**src/include/emst_pkg.sv**
```systemverilog
package emst_pkg;

    // ----------------------------------------
    // Register byte addresses
    // ----------------------------------------
    localparam logic [7:0] EMST_OFS_TIMING = 8'h84;
    localparam logic [7:0] EMST_OFS_CONFIG = 8'h88;
    localparam logic [7:0] EMST_OFS_PAGE   = 8'h8c;
    localparam logic [7:0] EMST_OFS_PTR0   = 8'h90;
    localparam logic [7:0] EMST_OFS_PTR1   = 8'h94;
    localparam logic [7:0] EMST_OFS_STATUS = 8'h98;

    // ----------------------------------------
    // Reset values
    // ----------------------------------------
    localparam logic [7:0] EMST_RST_TIMING = 8'hff;
    localparam logic [7:0] EMST_RST_CONFIG = 8'h03;
    localparam logic [7:0] EMST_RST_BYTE   = 8'h00;

    // ----------------------------------------
    // Field positions
    // ----------------------------------------
    localparam int EMST_SETUP_MSB = 7;
    localparam int EMST_SETUP_LSB = 6;
    localparam int EMST_WIDTH_MSB = 5;
    localparam int EMST_WIDTH_LSB = 2;
    localparam int EMST_HOLD_MSB  = 1;
    localparam int EMST_HOLD_LSB  = 0;
    localparam int EMST_MODE_MSB  = 4;
    localparam int EMST_MODE_LSB  = 2;
    localparam int EMST_ALE_MSB   = 1;
    localparam int EMST_ALE_LSB   = 0;

    // ----------------------------------------
    // Cycle counts
    // ----------------------------------------
    localparam logic [4:0] EMST_TAIL_CYC = 5'h04;

    // ----------------------------------------
    // Access sequencer states
    // ----------------------------------------
    typedef enum logic [6:0] {
        EMST_IDLE   = 7'h01,
        EMST_ALE_HI = 7'h02,
        EMST_ALE_LO = 7'h04,
        EMST_SETUP  = 7'h08,
        EMST_STROBE = 7'h10,
        EMST_HOLD   = 7'h20,
        EMST_TAIL   = 7'h40
    } emst_state_t;

endpackage : emst_pkg

```
**src/hw/emst_phase_timer.sv**
```systemverilog
`timescale 1ns/1ps
module emst_phase_timer #(
    parameter int W = 5
) (
    input  wire logic         clk,
    input  wire logic         rst,
    input  wire logic         load,
    input  wire logic [W-1:0] load_val,
    output logic              expired
);
    import emst_pkg::*;

    logic [W-1:0] cnt_ff;

    // Loads the remaining cycles minus one; expired marks the last cycle
    always_ff @(posedge clk) begin
        if (rst) begin
            cnt_ff <= '0;
        end else if (load) begin
            cnt_ff <= load_val;
        end else if (cnt_ff != '0) begin
            cnt_ff <= cnt_ff - 1'b1;
        end
    end

    assign expired = (cnt_ff == '0);

endmodule : emst_phase_timer

```
**src/hw/emst_mode_dec.sv**
```systemverilog
`timescale 1ns/1ps
module emst_mode_dec (
    input  wire logic [2:0] mode,
    input  wire logic       wide,
    output logic            ext_en,
    output logic            muxed,
    output logic            drive_hi
);
    import emst_pkg::*;

    // Top bit selects the bus style, low bits the memory map
    assign ext_en   = (mode[1:0] != 2'h0);
    assign muxed    = ~mode[2];
    // Wide moves always drive all sixteen address lines
    assign drive_hi = wide | (mode[1:0] == 2'h2);

endmodule : emst_mode_dec

```
**src/hw/emst_ctrl.sv**
```systemverilog
`timescale 1ns/1ps
// Summary of operation
// - Address stands stable for setup-field cycles before any strobe.
// - Read or write strobe lasts width field plus one cycles.
// - Address stays valid hold-field cycles after the strobe ends.
// - Timing control register sits at 0x84, every bit read/write.
// - Modes 101, 110, 111 run wide moves non-multiplexed, no latch.
// - Modes 101, 111 run byte moves non-multiplexed, upper byte undriven.
// - Mode 110 runs byte moves non-multiplexed, upper byte from page.
// - Modes 001, 010, 011 run wide moves multiplexed with latch pulse.
// - Modes 001, 011 run byte moves multiplexed, upper byte undriven.
// - Mode 010 runs byte moves multiplexed, upper byte from page.
// - Byte moves take low address from selected pointer register.
// - Multiplexed writes show low address first, then write data.
// - After reset all timing settings are at maximum, all ones.
// - Mux-select bit clear gives multiplexed bus, set non-multiplexed.
// - Each off-chip move adds four cycles to programmed phases.
// - Latch pulse high and low each last latch field plus one.
module emst_ctrl (
    input  wire logic        clk,
    input  wire logic        rst,
    // Avalon-MM register slave
    input  wire logic [7:0]  avs_address,
    input  wire logic        avs_read,
    input  wire logic        avs_write,
    input  wire logic [31:0] avs_writedata,
    output logic [31:0]      avs_readdata,
    output logic             avs_waitrequest,
    // External move requests from the core
    input  wire logic        req_valid,
    output logic             req_ready,
    input  wire logic        req_write,
    input  wire logic        req_wide,
    input  wire logic        req_ptr_sel,
    input  wire logic [15:0] req_addr,
    input  wire logic [7:0]  req_wdata,
    output logic             resp_valid,
    output logic [7:0]       resp_rdata,
    // External memory pins
    output logic [7:0]       addr_hi_o,
    output logic             addr_hi_oe_n,
    output logic [7:0]       addr_lo_o,
    output logic [7:0]       data_o,
    input  wire logic [7:0]  data_i,
    output logic             data_oe_n,
    output logic             ale_o,
    output logic             rd_n_o,
    output logic             wr_n_o
);
    import emst_pkg::*;

    // ----------------------------------------
    // Registers
    // ----------------------------------------
    logic [7:0]  ext_mem_timing_ctrl_ff;
    logic [7:0]  ext_mem_config_reg_ff;
    logic [7:0]  upper_page_reg_ff;
    logic [7:0]  pointer_reg_zero_ff;
    logic [7:0]  pointer_reg_one_ff;
    logic        ack_ff;
    logic [31:0] rdata_ff;

    emst_state_t state_ff;
    emst_state_t nxt_state;

    logic [15:0] acc_addr_ff;
    logic [7:0]  acc_wdata_ff;
    logic        acc_write_ff;
    logic [7:0]  resp_rdata_ff;
    logic        resp_valid_ff;

    logic [7:0]  addr_hi_ff;
    logic        addr_hi_oe_n_ff;
    logic [7:0]  addr_lo_ff;
    logic [7:0]  data_ff;
    logic        data_oe_n_ff;
    logic        ale_ff;
    logic        rd_n_ff;
    logic        wr_n_ff;

    logic [1:0]  setup_sel;
    logic [3:0]  width_sel;
    logic [1:0]  hold_sel;
    logic [2:0]  mode_sel;
    logic [1:0]  ale_sel;
    logic        ext_en;
    logic        muxed;
    logic        drive_hi;
    logic        tmr_load;
    logic [4:0]  tmr_val;
    logic        tmr_done;
    logic        start;
    logic [15:0] eff_addr;
    logic        bus_wr;
    logic        bus_rd;

    function automatic logic hit(input logic [7:0] a,
                                 input logic [7:0] ofs);
        hit = (a == ofs);
    endfunction : hit

    assign setup_sel = ext_mem_timing_ctrl_ff[EMST_SETUP_MSB:EMST_SETUP_LSB];
    assign width_sel = ext_mem_timing_ctrl_ff[EMST_WIDTH_MSB:EMST_WIDTH_LSB];
    assign hold_sel  = ext_mem_timing_ctrl_ff[EMST_HOLD_MSB:EMST_HOLD_LSB];
    assign mode_sel  = ext_mem_config_reg_ff[EMST_MODE_MSB:EMST_MODE_LSB];
    assign ale_sel   = ext_mem_config_reg_ff[EMST_ALE_MSB:EMST_ALE_LSB];

    // ----------------------------------------
    // Bus slave: one wait state on every access
    // ----------------------------------------
    assign avs_waitrequest = (avs_read | avs_write) & ~ack_ff;
    assign bus_wr = avs_write & ack_ff;
    assign bus_rd = avs_read & ~ack_ff;
    assign avs_readdata = rdata_ff;

    always_ff @(posedge clk) begin
        if (rst) begin
            ack_ff <= 1'b0;
        end else begin
            ack_ff <= (avs_read | avs_write) & ~ack_ff;
        end
    end

    always_ff @(posedge clk) begin
        if (rst) begin
            rdata_ff <= 32'h0000_0000;
        end else if (bus_rd) begin
            if (hit(avs_address, EMST_OFS_TIMING)) begin
                rdata_ff <= {24'h00_0000, ext_mem_timing_ctrl_ff};
            end else if (hit(avs_address, EMST_OFS_CONFIG)) begin
                rdata_ff <= {24'h00_0000, ext_mem_config_reg_ff};
            end else if (hit(avs_address, EMST_OFS_PAGE)) begin
                rdata_ff <= {24'h00_0000, upper_page_reg_ff};
            end else if (hit(avs_address, EMST_OFS_PTR0)) begin
                rdata_ff <= {24'h00_0000, pointer_reg_zero_ff};
            end else if (hit(avs_address, EMST_OFS_PTR1)) begin
                rdata_ff <= {24'h00_0000, pointer_reg_one_ff};
            end else if (hit(avs_address, EMST_OFS_STATUS)) begin
                rdata_ff <= {23'h0, state_ff != EMST_IDLE,
                             resp_rdata_ff};
            end else begin
                rdata_ff <= 32'h0000_0000;
            end
        end
    end

    // Settings can change mid-access; each phase reads them when its timer loads
    always_ff @(posedge clk) begin
        if (rst) begin
            ext_mem_timing_ctrl_ff <= EMST_RST_TIMING;
            ext_mem_config_reg_ff  <= EMST_RST_CONFIG;
            upper_page_reg_ff      <= EMST_RST_BYTE;
            pointer_reg_zero_ff    <= EMST_RST_BYTE;
            pointer_reg_one_ff     <= EMST_RST_BYTE;
        end else if (bus_wr) begin
            if (hit(avs_address, EMST_OFS_TIMING)) begin
                ext_mem_timing_ctrl_ff <= avs_writedata[7:0];
            end else if (hit(avs_address, EMST_OFS_CONFIG)) begin
                ext_mem_config_reg_ff <= avs_writedata[7:0];
            end else if (hit(avs_address, EMST_OFS_PAGE)) begin
                upper_page_reg_ff <= avs_writedata[7:0];
            end else if (hit(avs_address, EMST_OFS_PTR0)) begin
                pointer_reg_zero_ff <= avs_writedata[7:0];
            end else if (hit(avs_address, EMST_OFS_PTR1)) begin
                pointer_reg_one_ff <= avs_writedata[7:0];
            end
        end
    end

    // ----------------------------------------
    // Mode decode and phase timer
    // ----------------------------------------
    emst_mode_dec u_dec (
        .mode     (mode_sel),
        .wide     (req_wide),
        .ext_en   (ext_en),
        .muxed    (muxed),
        .drive_hi (drive_hi)
    );

    emst_phase_timer #(
        .W (5)
    ) u_tmr (
        .clk      (clk),
        .rst      (rst),
        .load     (tmr_load),
        .load_val (tmr_val),
        .expired  (tmr_done)
    );

    // ----------------------------------------
    // Access sequencer
    // ----------------------------------------
    assign req_ready = (state_ff == EMST_IDLE);
    assign start     = req_valid & req_ready;

    // Byte moves: page supplies upper byte, pointer the lower
    assign eff_addr = req_wide ? req_addr :
        {upper_page_reg_ff,
         req_ptr_sel ? pointer_reg_one_ff
                     : pointer_reg_zero_ff};

    always_comb begin
        nxt_state = state_ff;
        tmr_load  = 1'b0;
        tmr_val   = 5'h00;
        case (state_ff)
            EMST_IDLE: begin
                if (start && ext_en) begin
                    tmr_load = 1'b1;
                    if (muxed) begin
                        nxt_state = EMST_ALE_HI;
                        tmr_val   = {3'h0, ale_sel};
                    end else if (setup_sel != 2'h0) begin
                        nxt_state = EMST_SETUP;
                        tmr_val   = {3'h0, setup_sel - 2'h1};
                    end else begin
                        nxt_state = EMST_STROBE;
                        tmr_val   = {1'b0, width_sel};
                    end
                end
            end
            EMST_ALE_HI: begin
                if (tmr_done) begin
                    nxt_state = EMST_ALE_LO;
                    tmr_load  = 1'b1;
                    tmr_val   = {3'h0, ale_sel};
                end
            end
            EMST_ALE_LO: begin
                if (tmr_done) begin
                    tmr_load = 1'b1;
                    if (setup_sel != 2'h0) begin
                        nxt_state = EMST_SETUP;
                        tmr_val   = {3'h0, setup_sel - 2'h1};
                    end else begin
                        nxt_state = EMST_STROBE;
                        tmr_val   = {1'b0, width_sel};
                    end
                end
            end
            EMST_SETUP: begin
                if (tmr_done) begin
                    nxt_state = EMST_STROBE;
                    tmr_load  = 1'b1;
                    tmr_val   = {1'b0, width_sel};
                end
            end
            EMST_STROBE: begin
                if (tmr_done) begin
                    tmr_load = 1'b1;
                    if (hold_sel != 2'h0) begin
                        nxt_state = EMST_HOLD;
                        tmr_val   = {3'h0, hold_sel - 2'h1};
                    end else begin
                        nxt_state = EMST_TAIL;
                        tmr_val   = EMST_TAIL_CYC - 5'h01;
                    end
                end
            end
            EMST_HOLD: begin
                if (tmr_done) begin
                    nxt_state = EMST_TAIL;
                    tmr_load  = 1'b1;
                    tmr_val   = EMST_TAIL_CYC - 5'h01;
                end
            end
            EMST_TAIL: begin
                if (tmr_done) begin
                    nxt_state = EMST_IDLE;
                end
            end
            default: begin
                nxt_state = EMST_IDLE;
            end
        endcase
    end

    always_ff @(posedge clk) begin
        if (rst) begin
            state_ff <= EMST_IDLE;
        end else begin
            state_ff <= nxt_state;
        end
    end

    // Request is captured once so the pins cannot move mid-access
    always_ff @(posedge clk) begin
        if (rst) begin
            acc_addr_ff  <= 16'h0000;
            acc_wdata_ff <= 8'h00;
            acc_write_ff <= 1'b0;
        end else if (start) begin
            acc_addr_ff  <= eff_addr;
            acc_wdata_ff <= req_wdata;
            acc_write_ff <= req_write;
        end
    end

    // Read data is sampled in the last strobe cycle
    always_ff @(posedge clk) begin
        if (rst) begin
            resp_rdata_ff <= 8'h00;
        end else if (state_ff == EMST_STROBE && tmr_done &&
                     !acc_write_ff) begin
            resp_rdata_ff <= data_i;
        end else if (start && !ext_en) begin
            resp_rdata_ff <= 8'h00;
        end
    end

    always_ff @(posedge clk) begin
        if (rst) begin
            resp_valid_ff <= 1'b0;
        end else begin
            resp_valid_ff <= (state_ff == EMST_TAIL && tmr_done) |
                             (start && !ext_en);
        end
    end

    assign resp_valid = resp_valid_ff;
    assign resp_rdata = resp_rdata_ff;

    // ----------------------------------------
    // Pin drivers, registered from the next state
    // ----------------------------------------
    always_ff @(posedge clk) begin
        if (rst) begin
            addr_hi_ff      <= 8'h00;
            addr_hi_oe_n_ff <= 1'b1;
            addr_lo_ff      <= 8'h00;
        end else if (start && ext_en) begin
            // Undriven upper byte lets software own those port lines
            addr_hi_ff      <= eff_addr[15:8];
            addr_hi_oe_n_ff <= ~drive_hi;
            addr_lo_ff      <= eff_addr[7:0];
        end else if (nxt_state == EMST_IDLE) begin
            addr_hi_oe_n_ff <= 1'b1;
        end
    end

    always_ff @(posedge clk) begin
        if (rst) begin
            data_ff      <= 8'h00;
            data_oe_n_ff <= 1'b1;
        end else begin
            case (nxt_state)
                EMST_ALE_HI, EMST_ALE_LO: begin
                    data_ff      <= start ? eff_addr[7:0]
                                          : acc_addr_ff[7:0];
                    data_oe_n_ff <= 1'b0;
                end
                EMST_SETUP, EMST_STROBE, EMST_HOLD: begin
                    data_ff      <= start ? req_wdata : acc_wdata_ff;
                    data_oe_n_ff <= start ? ~req_write
                                          : ~acc_write_ff;
                end
                default: begin
                    data_oe_n_ff <= 1'b1;
                end
            endcase
        end
    end

    always_ff @(posedge clk) begin
        if (rst) begin
            ale_ff  <= 1'b0;
            rd_n_ff <= 1'b1;
            wr_n_ff <= 1'b1;
        end else begin
            ale_ff  <= (nxt_state == EMST_ALE_HI);
            rd_n_ff <= ~((nxt_state == EMST_STROBE) &
                        ~(start ? req_write : acc_write_ff));
            wr_n_ff <= ~((nxt_state == EMST_STROBE) &
                         (start ? req_write : acc_write_ff));
        end
    end

    assign addr_hi_o    = addr_hi_ff;
    assign addr_hi_oe_n = addr_hi_oe_n_ff;
    assign addr_lo_o    = addr_lo_ff;
    assign data_o       = data_ff;
    assign data_oe_n    = data_oe_n_ff;
    assign ale_o        = ale_ff;
    assign rd_n_o       = rd_n_ff;
    assign wr_n_o       = wr_n_ff;

endmodule : emst_ctrl

```
**config.mk**
```make
export PLATFORM = sky130hd
export DESIGN_NAME = emst_ctrl
export DESIGN_NICKNAME = d
export VERILOG_FILES = /design/src/include/emst_pkg.sv /design/src/hw/emst_phase_timer.sv /design/src/hw/emst_mode_dec.sv /design/src/hw/emst_ctrl.sv
export SDC_FILE = /design/constraint.sdc
export NUM_CORES = 1
export LEC_CHECK = 0
export ABC_CLOCK_PERIOD_IN_PS = 5800
export BUFFER_PORTS_ARGS = -buffer_cell sky130_fd_sc_hd__buf_2
export CAP_MARGIN = 10
export CORE_ASPECT_RATIO = 2
export CORE_MARGIN = 2
export CORE_UTILIZATION = 35
export CTS_CLUSTER_DIAMETER = 50
export CTS_CLUSTER_SIZE = 8
export DETAILED_ROUTE_END_ITERATION = 8
export PLACE_DENSITY = 0.58
export SKIP_LAST_GASP = 1
export SYNTH_ARGS = -nofsm -noshare
export SYNTH_HDL_FRONTEND = slang
export SYNTH_SLANG_ARGS = --single-unit
```
**constraint.sdc**
```tcl
create_clock -name clk -period 5.8 [get_ports clk]
set_input_delay 0.58 -clock clk [delete_from_list [all_inputs] [get_ports clk]]
set_output_delay 0.58 -clock clk [all_outputs]
set_load 0.01 [all_outputs]
```
==> results.py <==
metrics = {
    "global_route": {
        "use_met2_pct": 33.8,
        "grt_max_degree": 82,
        "grt-ovfl-total": 0,
        "grt_pass1_vias": 4849,
        "met3_usage_pct": 4.43,
        "grt_usage_pct": 19.0,
        "antenna_found_initial": 0,
        "grt-busiest-layer": "met2",
        "grt_pass1_wl_um": 25500,
        "grtUsageMet1_pct": 20.5,
    },
    "timing": {
        "period_minus_slack_ns": 2.91,
        "rsz0062_at_grt": "no",
        "drv_slew": 0,
        "period_share_pct": 50.3,
        "tns_ns": 0,
        "fmax_mhz": 343,
        "finalHoldViolCount": 0,
        "setup_viol": 0,
        "clock-skew-final_ns": 0.00595,
        "timing.hold.ws_ns": 0.408,
        "worst_slew_pin_slew_ns": 1.13,
        "slew_headroom_pct": 24.5,
    },
    "placed_design": {
        "port-buffer-count": 104,
        "dpl.hpwl_um": 12100,
        "place.gp.congestion": 0.838,
    },
    "yosys": {
        "yosys_warnings": 0,
        "avgSynthCellArea_um2": 9.07,
        "synth_top_cells_by_area": "dfxtp_1, mux2i_1, nor2_1",
        "synth-edff-count": 0,
        "synth_flop_cell": "dfxtp_1",
        "synth_top_area_cell": "dfxtp_1",
        "synthCells": 641,
        "synth_top_area_share_pct": 40.3,
        "ys_ff_latch": 117,
        "async_flop_share_pct": 0,
        "synth.distinct_cells": 67,
        "yosysSeqAreaShare_pct": 40.3,
        "syn_area_um2": 5810,
    },
    "worst_setup_path": {
        "rr_endpoint": "data_o[1]$_SDFFE_PP0P_",
        "required_ns": 6.08,
        "ff2ff_setup_slack_ns": 2.89,
        "critPathArrivalTime_ns": 3.20,
        "reg2reg_depth": 6,
        "r2r_start": "u_tmr.cnt_ff[0]$_SDFFE_PP0P_",
        "cp-end-kind": "register",
        "path_class": "register to register",
        "cp-start-kind": "register",
        "worstPathMaxFanout": 14,
    },
    "die": {
        "fp-row-count": 66,
        "die-area_um2": 17700,
        "core_area_um2": 16300,
        "initial_core_util_pct": 35.7,
        "dieHeight_um": 186,
        "io_pins": 152,
        "die_w_um": 95.1,
    },
    "layout": {
        "seq_area_um2": 2340,
        "antennaDiodeCount": 0,
        "final_cell_mix": "dfxtp_1, buf_2, mux2i_1",
        "drive_gt1_share_pct": 23.7,
        "multi_input_area_um2": 3090,
        "nets": 805,
        "layout_commonest_cell": "dfxtp_1",
        "area_growth_pct": 19.5,
        "fillCellCount": 1598,
    },
    "routing": {
        "drc_errors": 0,
        "drt_iter0_drc": 299,
        "avgViaCountPerCell": 5.19,
        "first_pass_iters": 4,
        "vias": 4872,
        "wl_per_cell_um": 17.4,
        "drtAntennaViolNets": 0,
        "wirelength_um": 16300,
    },
    "power": {
        "ir_drop_uv": 257,
        "leakagePower_nw": 3.23,
        "powerDensity_nw_per_um2": 318,
    },
    "clock_network": {
        "numClockSinks": 117,
        "ctsResizeCount": 0,
        "h-tree-depth": 4,
        "clock_latency_ns": 0.42,
        "clockRootBuffer": "clkbuf_16",
        "ctsHoldBuffers": 0,
        "clk_pin_slew_ns": 0.06,
        "cts_setup_buffers": 0,
        "clk_path_buf_depth": 2,
        "cts_buffers": 17,
        "cts_tree": "built",
    },
    "run": {
        "cap_violations": 0,
    },
    "run_status": {
        "outcome": "completed",
    },
    "worst_hold_path": {
        "holdPathStages": 3,
        "hp-start": "data_i[6]",
        "min_to": "resp_rdata[6]$_SDFFE_PP0P_",
        "hold_class": "input pin to register",
    },
}
flip-flops by register name, indices dropped and copies added (netlist names), 5 cells and up:
signal,count
pointer_reg_one_ff,8
addr_hi_o,8
pointer_reg_zero_ff,8
ext_mem_timing_ctrl_ff,8
state_ff,7
ext_mem_config_reg_ff,8
acc_addr_ff,8
data_o,8
u_tmr.cnt_ff,5
resp_rdata,8
upper_page_reg_ff,8
acc_wdata_ff,8
addr_lo_o,8
avs_readdata,9
worst max-delay path, stage by stage, from the launching register on:
cell	delay (ns)
dfxtp_1	0.32
inv_1	0.10
ha_1	0.18
or4b_1	0.75
a32oi_1	1.04
mux2i_1	0.28
o22ai_1	0.11
logic make-up after synthesis:
logic type	Yosys count	share of synthesized area [%]
compound gates	114	13.5
buf+inv	94	8.05
fa+ha+maj	3	0.646
simple gates	207	19.2
mux	100	17.4
other cells	1	0.0645
flops	117	40.3
xor+xnor	5	0.753
power by group:
part	switching, mW	internal [mW]	total, mW
Combinational	0.158	0.0944	0.252
Sequential	0.0173	0.827	0.844
Clock	0.390	0.726	1.12
worst max path at each step:
| stage | startpoint | to | slack (ns) | cells past startpoint |
|---|---|---|---|---|
| 6_report | u_tmr.cnt_ff[0]$_SDFFE_PP0P_ | data_o[1]$_SDFFE_PP0P_ | 2.89 | 6 |
| 5_1_grt | u_tmr.cnt_ff[0]$_SDFFE_PP0P_ | data_o[5]$_SDFFE_PP0P_ | 2.69 | 6 |
| 4_1_cts | u_tmr.cnt_ff[0]$_SDFFE_PP0P_ | data_o[6]$_SDFFE_PP0P_ | 2.89 | 6 |
| 3_5_place_dp | rst | data_o[2]$_SDFFE_PP0P_ | 2.58 | 5 |
| 3_3_place_gp | rst | data_o[2]$_SDFFE_PP0P_ | 2.65 | 5 |
| 2_1_floorplan | avs_address[1] | ext_mem_config_reg_ff[0]$_SDFFE_PP1P_ | 3.63 | 6 |
Yosys cell counts, types with 8 or more instances:
library cell,instances
nand2b_1,9
o21ai_0,15
nor2_1,81
mux2i_1,90
buf_2,11
nand2_1,37
buf_4,25
dfxtp_1,117
a21oi_1,28
a32oi_1,8
clkbuf_1,30
inv_1,25
nor3_1,12
mux2_2,10
and2_1,9
a22oi_1,9
o22ai_1,13
a211oi_1,8
or2_2,10
routing by layer:
| metal | vias up | wire, µm |
|---|---|---|
| met5 | - | 0 |
| met3 | 35 | 787 |
| met1 | 2279 | 6120 |
| met4 | 0 | 532 |
| met2 | 165 | 8870 |
| li1 | 2393 | - |
metrics by stage:
stage,worst slack [ns],power (mW),cells,utilization (%),cell area [µm²]
global placement,2.65,1.10,907,38.9,6330
floorplan,3.63,1.06,663,-,5900
finish,2.89,2.21,938,42.7,6950
CTS,2.89,2.23,938,42.7,6950
global route,2.69,2.30,938,42.7,6950
detailed placement,2.58,1.11,907,38.9,6330
layout make-up:
class,instances,share of cell area (%)
Multi-Input combinational cell,452,44.4
Sequential cell,117,33.7
Timing Repair Buffer,107,7.82
Clock buffer,18,6.32
Tap cell,204,3.67
Clock inverter,13,2.61
Inverter,27,1.46
No activity file was read; power rests on OpenSTA's default activity.
